`src/design/ihp_pkg.sv`:
```
// Package for the input handler prioritizer: address map, field layout, timing.
// Assumes a single processor clock domain and a simple alternate-space access port.
`default_nettype none
package ihp_pkg;
    // ==========================================================
    // Address space and map
    localparam logic [7:0]  ASI_PLAIN     = 8'h01;
    localparam logic [7:0]  ASI_ALT       = 8'hC1;
    localparam logic [31:0] PAGE_BASE     = 32'h0000_1000;
    localparam int          PAGE_WORDS    = 1024;
    localparam int          GROUP_SIZE    = 16;
    // ==========================================================
    // Control word fields and sizes
    localparam int          BIT_INVERT    = 4;
    localparam int          BIT_WIDTH_HI  = 3;
    localparam int          BIT_WIDTH_LO  = 2;
    localparam int          BIT_GATE      = 1;
    localparam int          BIT_LATCH     = 0;
    localparam int          HIST_LEN      = 6;
    localparam int          NUM_CH        = 15;
    localparam int          LEVEL_W       = 4;
    // Width codes
    localparam logic [1:0]  WID_NONE      = 2'h0;
    localparam logic [1:0]  WID_ONE       = 2'h1;
    localparam logic [1:0]  WID_THREE     = 2'h2;
    localparam logic [1:0]  WID_SIX       = 2'h3;
    // ==========================================================
    // Sample clock divider default
    localparam int          SAMPLE_DIV    = 1;
endpackage
`default_nettype wire

```
`src/design/ihp_top.sv`:
```
// Fifteen input handlers with noise filter and latch, plus a priority encoder.
// Assumes raw inputs are asynchronous pins and the access port is on i_sys_clk.
`default_nettype none
// Contract
// - Polarised input is raw xor invert_select
// - Six-stage history shifts per sample tick
// - Latch sets on input plus width qualification
// - Latched request holds until a software write clears it
// - Output carries latch only while gated
// - Sample tick synchronous, divided by parameter
// - Software accesses control bits, not history
// - Control word bit layout 4, 3:2, 1, 0
// - Decode alternate spaces 1 or C1
// - One word per handler in page 1000
// - Group word 0 reads outputs together
// - Encode highest pending into 4-bit level
// - Gated-off handlers do not affect level
// - Channel 15 highest, channel 1 lowest
module ihp_top #(
    parameter int DIV = ihp_pkg::SAMPLE_DIV
) (
    input  wire logic                        i_sys_clk,
    input  wire logic                        i_rst_n,
    input  wire logic [ihp_pkg::NUM_CH:1]    i_raw_in,
    input  wire logic                        i_acc_valid,
    input  wire logic                        i_acc_write,
    input  wire logic [7:0]                  i_acc_asi,
    input  wire logic [31:0]                 i_acc_addr,
    input  wire logic [31:0]                 i_acc_wdata,
    output logic      [31:0]                 o_acc_rdata,
    output logic                             o_acc_ack,
    output logic      [ihp_pkg::LEVEL_W-1:0] o_request_level_code
);
    localparam int N = ihp_pkg::NUM_CH;
    localparam int H = ihp_pkg::HIST_LEN;

    // ==========================================================
    // Address decode
    // Word index inside the handler page; zero for the group word and when not in page
    function automatic logic [9:0] word_index(input logic [7:0] asi, input logic [31:0] a);
        logic hit;
        hit = (asi == ihp_pkg::ASI_PLAIN || asi == ihp_pkg::ASI_ALT)
            && (a[31:12] == ihp_pkg::PAGE_BASE[31:12]);
        word_index = hit ? a[11:2] : 10'h000;
    endfunction

    logic [9:0] widx;
    logic       page_hit;
    assign widx     = word_index(i_acc_asi, i_acc_addr);
    assign page_hit = (i_acc_asi == ihp_pkg::ASI_PLAIN || i_acc_asi == ihp_pkg::ASI_ALT)
                      && (i_acc_addr[31:12] == ihp_pkg::PAGE_BASE[31:12]);

    // ==========================================================
    // Input synchroniser, two flops per pin
    // Only sync2 is read; sync1 may still be settling
    logic [N:1] sync1;
    logic [N:1] sync2;
    always_ff @(posedge i_sys_clk or negedge i_rst_n) begin
        if (!i_rst_n) begin
            sync1 <= '0;
            sync2 <= '0;
        end else begin
            sync1 <= i_raw_in;
            sync2 <= sync1;
        end
    end

    // ==========================================================
    // Sample tick divider
    logic [15:0] div_cnt;
    logic [15:0] next_div_cnt;
    logic        tick;
    // One-cycle tick every DIV clocks keeps sampling locked to the core clock
    // Zero-based count, so a DIV of 1 ticks on every clock
    always_comb begin
        tick         = (div_cnt == 16'(DIV - 1));
        next_div_cnt = tick ? 16'h0000 : div_cnt + 16'h0001;
    end
    always_ff @(posedge i_sys_clk or negedge i_rst_n) begin
        if (!i_rst_n) div_cnt <= 16'h0000;
        else          div_cnt <= next_div_cnt;
    end

    // ==========================================================
    // Handlers
    logic [N:1] inv_sel, gate, latch, next_inv, next_gate, next_latch, outv;
    logic [1:0] width [N:1];
    logic [1:0] next_width [N:1];
    logic [H-1:0] hist [N:1];
    logic [H-1:0] next_hist [N:1];
    logic [N:1] pol;

    generate
        for (genvar c = 1; c <= N; c++) begin : g_ch
            logic qual;
            logic wr;
            assign pol[c] = sync2[c] ^ inv_sel[c];
            assign wr     = i_acc_valid && i_acc_write && page_hit && widx == 10'(c);
            // Filter: width code picks how much history must agree
            always_comb begin
                unique case (width[c])
                    ihp_pkg::WID_NONE:  qual = 1'b1;
                    // Taps count down from the oldest sample
                    ihp_pkg::WID_ONE:   qual = hist[c][H-1];
                    ihp_pkg::WID_THREE: qual = &hist[c][H-1:H-3];
                    ihp_pkg::WID_SIX:   qual = &hist[c];
                endcase
                next_hist[c] = tick ? {hist[c][H-2:0], pol[c]} : hist[c];
                next_inv[c]   = wr ? i_acc_wdata[ihp_pkg::BIT_INVERT] : inv_sel[c];
                next_width[c] = wr ? i_acc_wdata[ihp_pkg::BIT_WIDTH_HI:ihp_pkg::BIT_WIDTH_LO]
                                   : width[c];
                next_gate[c]  = wr ? i_acc_wdata[ihp_pkg::BIT_GATE] : gate[c];
                // Set wins over a software clear in the same cycle
                next_latch[c] = (pol[c] && qual) ? 1'b1
                              : wr ? i_acc_wdata[ihp_pkg::BIT_LATCH]
                              : latch[c];
            end
            always_ff @(posedge i_sys_clk or negedge i_rst_n) begin
                if (!i_rst_n) begin
                    hist[c]    <= '0;
                    inv_sel[c] <= 1'b0;
                    width[c]   <= ihp_pkg::WID_NONE;
                    gate[c]    <= 1'b0;
                    latch[c]   <= 1'b0;
                end else begin
                    hist[c]    <= next_hist[c];
                    inv_sel[c] <= next_inv[c];
                    width[c]   <= next_width[c];
                    gate[c]    <= next_gate[c];
                    latch[c]   <= next_latch[c];
                end
            end
            assign outv[c] = latch[c] & gate[c];
        end
    endgenerate

    // ==========================================================
    // Priority encoder, highest channel wins
    // Loop runs upward, so the last hit, the highest channel, is kept
    function automatic logic [3:0] encode(input logic [N:1] req);
        logic [3:0] lvl;
        lvl = 4'h0;
        for (int k = 1; k <= N; k++) begin
            if (req[k]) lvl = 4'(k);
        end
        encode = lvl;
    endfunction

    logic [3:0]  next_level;
    logic [31:0] next_rdata;
    logic        next_ack;
    // Only gated outputs enter arbitration; read mux for the access port
    always_comb begin
        next_level = encode(outv);
        next_rdata = 32'h0000_0000;
        // Every access is acknowledged, even one that decodes to nothing
        next_ack   = i_acc_valid;
        if (i_acc_valid && !i_acc_write && page_hit) begin
            if (widx[3:0] == 4'h0 && widx[9:4] == 6'h00) begin
                next_rdata = {16'h0000, outv, 1'b0};
            end else if (widx >= 10'h001 && widx <= 10'(N)) begin
                next_rdata[ihp_pkg::BIT_INVERT] = inv_sel[widx[3:0]];
                next_rdata[ihp_pkg::BIT_WIDTH_HI:ihp_pkg::BIT_WIDTH_LO] = width[widx[3:0]];
                next_rdata[ihp_pkg::BIT_GATE]   = gate[widx[3:0]];
                next_rdata[ihp_pkg::BIT_LATCH]  = latch[widx[3:0]];
            end
        end
    end
    always_ff @(posedge i_sys_clk or negedge i_rst_n) begin
        if (!i_rst_n) begin
            o_request_level_code <= 4'h0;
            o_acc_rdata          <= 32'h0000_0000;
            o_acc_ack            <= 1'b0;
        end else begin
            o_request_level_code <= next_level;
            o_acc_rdata          <= next_rdata;
            o_acc_ack            <= next_ack;
        end
    end

    // ==========================================================
    // Checks
    // Handler 1 stands in for all fifteen: they share one generate body,
    // so a fault there shows up on every channel
    a_gate_blocks_level: assert property (@(posedge i_sys_clk)
        disable iff (!i_rst_n) (outv == '0) |=> (o_request_level_code == 4'h0))
        else $error("level set with no gated request");
    a_top_channel_wins: assert property (@(posedge i_sys_clk)
        disable iff (!i_rst_n) outv[N] |=> (o_request_level_code == 4'(N)))
        else $error("channel 15 did not win");
    a_latch_holds: assert property (@(posedge i_sys_clk)
        disable iff (!i_rst_n) (latch[1] && !(i_acc_valid && i_acc_write)) |=> latch[1])
        else $error("latch dropped by itself");
    a_polarity_sets: assert property (@(posedge i_sys_clk)
        disable iff (!i_rst_n) (pol[1] && width[1] == ihp_pkg::WID_NONE) |=> latch[1])
        else $error("latch not set by polarised input");
    a_six_filter: assert property (@(posedge i_sys_clk)
        disable iff (!i_rst_n) (!latch[1] && width[1] == ihp_pkg::WID_SIX && !(&hist[1])
        && !(i_acc_valid && i_acc_write)) |=> !latch[1])
        else $error("six-sample filter passed early");
    a_hist_shift: assert property (@(posedge i_sys_clk)
        disable iff (!i_rst_n) tick |=> (hist[1][0] == $past(pol[1])))
        else $error("history did not shift");
    a_gate_output: assert property (@(posedge i_sys_clk)
        disable iff (!i_rst_n) !gate[1] |=> (o_request_level_code != 4'h1))
        else $error("level 1 shown while handler 1 gated off");
    a_ack_follows: assert property (@(posedge i_sys_clk)
        disable iff (!i_rst_n) i_acc_valid |=> o_acc_ack)
        else $error("access not acknowledged");
    a_foreign_space: assert property (@(posedge i_sys_clk)
        disable iff (!i_rst_n) (i_acc_valid && i_acc_write && i_acc_asi != ihp_pkg::ASI_PLAIN
        && i_acc_asi != ihp_pkg::ASI_ALT) |=> $stable(gate))
        else $error("write in a foreign space changed a gate");
    a_soft_clear: assert property (@(posedge i_sys_clk)
        disable iff (!i_rst_n) (i_acc_valid && i_acc_write && widx == 10'h001 && !pol[1]
        && !i_acc_wdata[ihp_pkg::BIT_LATCH]) |=> !latch[1])
        else $error("software clear of the latch was lost");
endmodule
`default_nettype wire

```
`config.mk`:
```
export PLATFORM = sky130hd
export DESIGN_NAME = ihp_top
export DESIGN_NICKNAME = d
export VERILOG_FILES = /design/src/design/ihp_pkg.sv /design/src/design/ihp_top.sv
export SDC_FILE = /design/constraint.sdc
export NUM_CORES = 1
export LEC_CHECK = 0
export ABC_AREA = 1
export BUFFER_PORTS_ARGS = -buffer_cell sky130_fd_sc_hd__clkbuf_2
export CAP_MARGIN = 5
export CELL_PAD_IN_SITES_DETAIL_PLACEMENT = 1
export CELL_PAD_IN_SITES_GLOBAL_PLACEMENT = 1
export CORE_MARGIN = 5
export CORE_UTILIZATION = 44
export CTS_CLUSTER_DIAMETER = 60
export DETAILED_ROUTE_END_ITERATION = 10
export GPL_ROUTABILITY_DRIVEN = 0
export PLACE_DENSITY = 0.89
export SLEW_MARGIN = 0
export SYNTH_ARGS = -nofsm -noshare
export SYNTH_HDL_FRONTEND = slang
export SYNTH_SLANG_ARGS = --single-unit
```
`constraint.sdc`:
```
create_clock -name i_sys_clk -period 2.35 [get_ports i_sys_clk]
set_input_delay 0 -clock i_sys_clk [delete_from_list [all_inputs] [get_ports i_sys_clk]]
set_output_delay 0 -clock i_sys_clk [all_outputs]
set_load 0.1 [all_outputs]
```
==> results of run 1 <==
-- synthesized netlist by cell type --
cell type  count  area share
nand2_1      361        0.13
a21oi_1       16      0.0074
or2_0          1     0.00058
o31ai_1        2      0.0014
o211ai_1      17       0.012
dfrtp_1      232        0.54
nor3_2         2      0.0019
inv_4          1     0.00058
nor3_1        11      0.0051
xnor2_1        2      0.0016
conb_1         1     0.00035
nand4_1       38       0.022
o221ai_2       1      0.0014
buf_6          1      0.0010
o211ai_2      10       0.012
buf_2          4      0.0019
buf_4         18       0.013
a31oi_1        2      0.0012
ha_1           2      0.0023
o21ai_0      101       0.047
buf_8          1      0.0014
xor2_1        18       0.015
clkinv_1       2     0.00070
nor4_1         2      0.0012
inv_2          4      0.0014
nor3_4         1      0.0015
inv_1        167       0.058
nor2_8         4      0.0074
o21ai_1       53       0.025
nor3b_1        1     0.00070
nand3_2        2      0.0019
nand2_4        3      0.0031
o21bai_1       1     0.00070
o221ai_1       1     0.00081
nor2_1        96       0.033
nand3_4        1      0.0016
clkbuf_1      31       0.011
nor2_4         5      0.0052
nand2_2       21       0.012
nand3_1       29       0.013
nor2_2        17      0.0099
-- metrics by stage --
| stage | instances | power (mW) | setup slack, ns | hold slack [ns] |
|---|---|---|---|---|
| floorplan | 1298 | 4.51 | 0.711 | -0.296 |
| global placement | 1663 | 4.69 | 0.481 | -0.0101 |
| detailed placement | 1663 | 4.72 | 0.404 | -0.00819 |
| CTS | 1729 | 8.81 | 0.378 | 0.0346 |
| global route | 1729 | 9.04 | 0.128 | 0.0742 |
| finish | 1729 | 8.73 | 0.381 | 0.00876 |
-- routing by layer --
metal  global-route usage  wire length (um)  vias up
met5                    0                 0        -
met4               0.0566               750        0
met3               0.0270              1180       56
met2                0.388             15300      230
met1                0.272             12900     4525
li1                     -                 -     4232
-- critical path, stage by stage (launching register included) --
cell	delay, ns
dfrtp_1	0.40
inv_2	0.08
ha_1	0.13
inv_1	0.04
nor4_1	0.41
nand2_4	0.08
buf_4	0.36
nand2_1	0.15
o21ai_0	0.10
-- cells by family after synthesis --
kind of cell	count (synthesis)	synth area share
AOI/OAI and AO/OA	204	0.108
xor gates and xnor gates	20	0.0162
adders and majority gates	2	0.00232
buffers and inverters	229	0.0884
DFF	232	0.538
other	1	0.000348
and+or+nand+nor	595	0.247
-- layout make-up --
type,count,area [um^2],area share
repair buffers,116,751,0.0597
inverters,174,656,0.0522
well taps,324,405,0.0323
multi-input cells,837,4090,0.326
flip-flops and latches,232,5810,0.462
clock inverters,12,116,0.00926
clock buffers,34,742,0.0590
-- registers in the layout, indices dropped and copies added (netlist names) --
name / cells
gate: 15
o_request_level_code: 4
hist: 90
width: 30
o_acc_rdata: 16
inv_sel: 15
div_cnt: 16
sync1: 15
latch: 15
sync2: 15
o_acc_ack: 1
-- cells in the final DEF, fill, tap and decap left out, types with 3 or more instances in the layout --
master,count
clkbuf_2,81
nor2_2,17
dfrtp_1,232
o211ai_2,10
inv_2,4
nand4_1,38
nand3_1,29
inv_1,167
xor2_1,18
nand2_4,4
o211ai_1,17
o21ai_1,53
nor2_1,96
conb_1,16
nor2_8,4
clkbuf_1,3
nor3_1,11
nand2_2,21
buf_4,12
nor2_4,5
a21oi_1,16
clkinv_2,8
clkbuf_16,27
dlygate4sd3_1,20
nand2_1,360
o21ai_0,101
clkbuf_8,4
-- worst paths after layout --
| path | end | slack [ns] | cells after the start |
|---|---|---|---|
| worst max-delay path | hist[24]$_DFFE_PN0N_ | 0.38 | 8 |
| worst max register to register | hist[24]$_DFFE_PN0N_ | 0.38 | 8 |
| max in group asynchronous | hist[24]$_DFFE_PN0N_ | 1.54 | 3 |
| worst min register to register | sync2[13]$_DFF_PN0_ | 0.33 | 0 |
| min in group i_sys_clk | o_acc_rdata[0]$_DFF_PN0_ | 0.07 | 7 |
| worst min-delay path | hist[62]$_DFFE_PN0N_ | 0.009 | 2 |
-- power groups by stage --
stage | Sequential (mW) | Combinational, mW | Clock (mW)
2_1_floorplan | 4.22 | 0.283 | 0
3_3_place_gp | 4.23 | 0.462 | 0
3_5_place_dp | 4.24 | 0.480 | 0
4_1_cts | 4.17 | 0.512 | 4.13
5_1_grt | 4.18 | 0.563 | 4.30
6_report | 4.17 | 0.507 | 4.06
==> flow_metrics.tcl, run 1 <==
set metrics [dict create \
    status "finished clean" \
    holdBufCountCts 20 \
    fin_tns_setup_ns 0 \
    max_freq_mhz 508 \
    fin_util 0.518 \
    cts.path.max_buffers 3 \
    drv_cap 0 \
    first_pass_iters 5 \
    grt_max_degree 91 \
    postPlaceCellArea_um2 11500 \
    cts_tree "yes" \
    grt_pass1_wl_mm 49.9 \
    final.fill_count 2908 \
    antenna_cells 0 \
    power.density_nw_per_um2 695 \
    critPathMaxFanout 90 \
    finalSetupViolations 0 \
    syn_area_per_cell_um2 8.41 \
    endpoint_kind "flip-flop" \
    irDropWorstVdd_uv 549 \
    die_x_um 167 \
    ys.warnings.count 0 \
    drive_above_1_share 0.151 \
    cts_resized 0 \
    grt_overflow 0 \
    path_clk_slew_ns 0.06 \
    grt_setup_unrepaired "false" \
    syn-instance-count 1283 \
    layout.nets 1480 \
    switchingPower_mw 2.07 \
    finalWirelength_mm 30.2 \
    slew_viol_final 0 \
    p_clk_frac 0.465 \
    grt_antenna_before_repair 0 \
    start_util 0.445 \
    timing.final.crit_share 0.838 \
    path_class "reg2reg" \
    timing.rr.start "div_cnt[0]$_DFF_PN0_" \
    relSlewSlack 0.298 \
    core_um2 24200 \
    netlist_area_um2 10800 \
    hpwl_mm 20.3 \
    required_ns 2.70 \
    drtAntennaViolNets 0 \
    postCtsSetupBuffers 0 \
    row_count 57 \
    ioPinCount 128 \
    grt_pass1_vias 9773 \
    numPortBuffers 82 \
    syn_to_final_growth_pct 16.5 \
    cp.arrival_ns 2.32 \
    cts-root-buf "clkbuf_16" \
    start_kind "flip-flop" \
    min_period_ns 1.97 \
    swShare 0.237 \
    power_leakage_nw 6.27 \
    seqPwrFrac 0.477 \
    drtIter0Drc 625 \
    die_h_um 167 \
    synth_cell_types 41 \
    setup.worst_path.start "div_cnt[0]$_DFF_PN0_" \
    die_area_um2 27700 \
    synth_seq_cells 232 \
    fin_skew_ns 0.0268 \
    finalHoldViolations 0 \
    ys_seq_area_frac 0.538 \
    final_area_um2 12600 \
    route.detailed.drc 0 \
    worst_slew_pin_slew_ns 1.05 \
    grt_usage 0.214 \
    comb_power_share 0.058 \
    vias_per_cell 5.23 \
    intPower_mw 6.66 \
    via_count 9043 \
    h-tree-depth 1 \
    hp-class "in2async" \
    wl_per_cell_um 17.4 \
    clk_latency_ns 0.53 \
    cts.sinks 232 \
    cts-buffers-inserted 26 \
]
Power figures use the tool's default switching activity.
==> run 2, diff against run 1 <==
CORE_UTILIZATION = 40   (was 44)
PLACE_DENSITY = 0.86   (was 0.89)
clock period = 1.74 ns   (was 2.35 ns; I/O delays follow)
==> flow_metrics.tcl, run 2 (synthesized netlist as in run 1, its figures left out) <==
set metrics [dict create \
    status "finished with violations" \
    violations "negative setup slack" \
    wl_per_cell_um 18.9 \
    largest_reg_flops 90 \
    drtAntennaViolNets 0 \
    regToRegSetupSlack_ns -0.11 \
    timing.final.crit_share 1.06 \
    timing.rr.start "div_cnt[0]$_DFF_PN0_" \
    grt_pass1_vias 9778 \
    grt_usage 0.196 \
    cts_tree "yes" \
    worst_slew_pin_slew_ns 0.749 \
    hpwl_mm 20.1 \
    grt_antenna_before_repair 0 \
    reg_top3 "hist: 90 flops, width: 30 flops" \
    regMostFlops "hist" \
    row_count 60 \
    power.density_nw_per_um2 866 \
    layout.nets 1538 \
    endpoint_kind "flip-flop" \
    drive_above_1_share 0.226 \
    reg2regPathDepth 10 \
    numPortBuffers 82 \
    critPathMaxFanout 26 \
    cts.sinks 232 \
    core_um2 26700 \
    power.total_mw 11.7 \
    fin_cells 1803 \
    fin_skew_ns 0.0303 \
    seq_area_um2 5810 \
    path_clk_slew_ns 0.06 \
    syn_to_final_growth_pct 25.8 \
    via_count 9481 \
    required_ns 2.17 \
    fin_tns_setup_ns -3.19 \
    ioPinCount 128 \
    cts-buffers-inserted 27 \
    grt_setup_unrepaired "true" \
    dp_slack_ns -0.102 \
    hp-class "in2async" \
    cts-root-buf "clkbuf_16" \
    first_pass_iters 5 \
    drtIter0Drc 650 \
    clk_latency_ns 0.55 \
    final_cell_mix "nand2_1, dfrtp_1, inv_1" \
    grt_overflow 0 \
    min_period_ns 1.85 \
    die_h_um 174 \
    start_kind "flip-flop" \
    finalWirelength_mm 34.1 \
    grt_max_degree 74 \
    antenna_cells 0 \
    cts.path.max_buffers 3 \
    dp.cells 1711 \
    r2r_end "hist[83]$_DFFE_PN0N_" \
    drv_cap 0 \
    relSlewSlack 0.500 \
    die_x_um 174 \
    finalSetupViolations 80 \
    finalHoldViolations 0 \
    critical_path_buf_inv_count 5 \
    power_leakage_nw 6.70 \
    route.detailed.drc 0 \
    vias_per_cell 5.26 \
    path_class "reg2reg" \
    final.fill_count 3126 \
    slew_viol_final 0 \
    grt_pass1_wl_mm 49.6 \
    worstPathCellList "inv_2, ha_4, inv_4, nor4_4, buf_4, nand2_8, buf_12, clkbuf_16, nand2_1, o21ai_0" \
    h-tree-depth 1 \
    cp_slowest_cell "dfrtp_1" \
    max_freq_mhz 542 \
    critical_path.top_delay_family "buffers and inverters" \
    start_util 0.404 \
    critPathMaxStageDelay_ns 0.42 \
    multi_input_area_um2 4340 \
    irDropWorstVdd_uv 631 \
    cp.arrival_ns 2.28 \
    fin_ws_ns -0.107 \
    die_area_um2 30400 \
    setup.worst_path.start "div_cnt[0]$_DFF_PN0_" \
    layout_commonest_cell "nand2_1" \
]
==> run 2: area by class of cell <==
class                   count  area share
flip-flops and latches    232       0.428
multi-input cells         837       0.320
repair buffers            173       0.108
clock buffers              37      0.0563
inverters                 174      0.0506
well taps                 341      0.0315
clock inverters             9     0.00498
==> run 2: worst max-delay path by stage <==
stage / to / slack [ns] / cells past startpoint
4_1_cts: div_cnt[14]$_DFF_PN0_ / -0.009 / 11
6_report: hist[83]$_DFFE_PN0N_ / -0.11 / 10
2_1_floorplan: hist[80]$_DFFE_PN0N_ / 0.10 / 9
3_5_place_dp: div_cnt[12]$_DFF_PN0_ / -0.10 / 11
5_1_grt: div_cnt[15]$_DFF_PN0_ / -0.21 / 8
3_3_place_gp: hist[72]$_DFFE_PN0N_ / 0.004 / 9
==> run 2: worst register-to-register path, cell delays in order (launching register included) <==
cell and delay [ns]:
dfrtp_1 0.42, inv_2 0.11, ha_4 0.15, inv_4 0.04, nor4_4 0.21, buf_4 0.18
nand2_8 0.07, buf_12 0.17, clkbuf_16 0.20, nand2_1 0.10, o21ai_0 0.08
==> run 2: repair_timing <==
| action | 4_1_cts | 5_1_grt |
|---|---|---|
| endpoints found under the setup margin | 47 | 99 |
| pin swaps | 9 | 13 |
| hold endpoints to repair | 266 | 0 |
| hold buffers | 20 | 0 |
| setup buffers | 4 | 9 |
| resized for setup | 17 | 122 |
| cloned | 1 | 12 |
==> run 2: per-layer routing <==
layer | wire length, um | global-route usage
met5 | 0 | 0
met4 | 922 | 0.0528
met3 | 1730 | 0.0315
met2 | 17400 | 0.344
met1 | 14000 | 0.252
==> run 2: through the flow <==
stage | utilization | instance area (um^2) | hold slack [ns]
6_report | 0.508 | 13600 | 0.0114
5_1_grt | 0.508 | 13600 | 0.0292
4_1_cts | 0.484 | 12900 | 0.000944
3_5_place_dp | 0.442 | 11800 | 0.0125
3_3_place_gp | 0.442 | 11800 | 0.0100
2_1_floorplan | - | 10800 | -0.296
==> run 2: report_power, final <==
group	switching (mW)	leakage, nW	internal [mW]
logic	0.525	3.41	0.199
registers	0.0981	2.88	5.54
clock network	2.31	0.405	3.07
total	2.94	6.70	8.80
==> run 3, diff against run 2 <==
GPL_TIMING_DRIVEN = 0   (was default)
==> flow_metrics.tcl, run 3 (synthesized netlist as in run 1, its figures left out) <==
set metrics [dict create \
    status "finished with violations" \
    violations "negative setup slack" \
    timing.rr.start "div_cnt[2]$_DFF_PN0_" \
    final_cell_mix "nand2_1, dfrtp_1, inv_1" \
    grt_usage 0.225 \
    r2r_end "div_cnt[13]$_DFF_PN0_" \
    finalWirelength_mm 44.0 \
    layout_commonest_cell "nand2_1" \
    max_freq_mhz 499 \
    path_class "reg2reg" \
    wl_per_cell_um 24.1 \
    grt_pass1_vias 10336 \
    whs_ns 0.00265 \
    reg2regPathDepth 9 \
    cts.sinks 232 \
    critPathMaxStageDelay_ns 0.43 \
    finalHoldViolations 0 \
    grt_overflow 0 \
    clk_latency_ns 0.55 \
    drtIter0Drc 980 \
    cp_slowest_cell "dfrtp_1" \
    finalSetupViolations 100 \
    grt_pass1_wl_mm 55.8 \
    endpoint_kind "flip-flop" \
    h-tree-depth 1 \
    fin_ws_ns -0.263 \
    hpwl_mm 22.5 \
    reg_top3 "hist: 90 flops, width: 30 flops" \
    grt_setup_unrepaired "true" \
    cts_tree "yes" \
    critPathMaxFanout 4 \
    grt_max_degree 92 \
    slew_viol_final 0 \
    regToRegSetupSlack_ns -0.26 \
    via_count 10502 \
    grt_antenna_before_repair 0 \
    layout.nets 1559 \
    drive_above_1_share 0.300 \
    vias_per_cell 5.75 \
    relSlewSlack 0.378 \
    worst_slew_pin_slew_ns 0.934 \
    drv_cap 0 \
    cts.path.max_buffers 3 \
    hold_path_depth 6 \
    required_ns 2.15 \
    first_pass_iters 7 \
    antenna_cells 0 \
    core_um2 26700 \
    die_h_um 174 \
    power_leakage_nw 7.09 \
    crit_top_cell "nand2_1" \
    cp.arrival_ns 2.41 \
    fin_skew_ns 0.0221 \
    power.density_nw_per_um2 861 \
    setup.worst_path.start "div_cnt[2]$_DFF_PN0_" \
    irDropWorstVdd_uv 672 \
    die_x_um 174 \
    die_area_um2 30400 \
    cts-root-buf "clkbuf_16" \
    ioPinCount 128 \
    fin_tns_setup_ns -7.75 \
    syn_to_final_growth_pct 33.4 \
    row_count 60 \
    largest_reg_flops 90 \
    hp-class "in2reg" \
    min_period_ns 2.00 \
    start_kind "flip-flop" \
    path_clk_slew_ns 0.07 \
    regMostFlops "hist" \
    worstPathCellList "inv_2, nor3_4, nand4_1, nor3_2, nand3_2, nor2_4, nand2_1, nand2_1, a21oi_2" \
    route.detailed.drc 0 \
    drtAntennaViolNets 0 \
    dp.cells 1723 \
    fin_cells 1826 \
    numPortBuffers 82 \
    start_util 0.404 \
    timing.final.crit_share 1.15 \
    endpoint "div_cnt[13]$_DFF_PN0_" \
    cts-buffers-inserted 25 \
]
==> run 3: area by class of cell <==
type                    count  area [um^2]
well taps                 341          427
clock inverters             7          139
flip-flops and latches    232         5810
repair buffers            141         1180
fillers                  3009        12300
clock buffers              39          738
repair inverters            1         16.3
plain buffers              54          579
inverters                 174          682
multi-input cells         837         4830
==> run 3: per-stage QoR <==
step / power [mW] / worst slack, ns / util / instance area [um^2]
final: 12.4 / -0.263 / 0.539 / 14400
after CTS: 12.1 / -0.0551 / 0.491 / 13100
after detailed placement: 6.41 / -0.494 / 0.439 / 11700
after global placement: 6.36 / -4.05 / 0.437 / 11700
after floorplan: 6.09 / 0.101 / - / 10800
after global routing: 12.7 / -0.361 / 0.539 / 14400
==> run 3: worst min-delay path by stage <==
stage | from | to
floorplan | i_rst_n | div_cnt[0]$_DFF_PN0_
global placement | i_raw_in[7] | sync1[7]$_DFF_PN0_
detailed placement | i_rst_n | div_cnt[8]$_DFF_PN0_
CTS | i_acc_addr[5] | width[7]$_DFFE_PN0P_
global route | i_acc_addr[11] | o_acc_rdata[15]$_DFF_PN0_
finish | i_acc_addr[11] | o_acc_rdata[15]$_DFF_PN0_
==> run 3: report_power, final <==
part	total (mW)	switching [mW]	internal, mW
logic	0.866	0.613	0.254
registers	5.69	0.150	5.54
clock network	5.84	2.34	3.51
==> run 3: metal layers <==
metal | up-vias | GRT usage | part of all wire
met5 | - | 0 | 0
met4 | 0 | 0.0878 | 0.066
met3 | 241 | 0.0361 | 0.082
met2 | 645 | 0.389 | 0.47
met1 | 5204 | 0.284 | 0.38
li1 | 4412 | - | -
==> run 3: what timing repair did <==
action	in CTS	in global routing
pin swaps	6	37
hold endpoints to repair	278	1
hold buffers	24	2
setup buffers	8	11
gates cloned	0	15
setup endpoints to repair	96	115
gates resized for setup	69	331
==> run 3: critical path, delay by kind of cell (launching register included) <==
kind                   cells  cell delay [ns]
DFF                        1             0.43
AOI/OAI and AO/OA          1             0.04
and+or+nand+nor            7             1.33
buffers and inverters      1             0.08
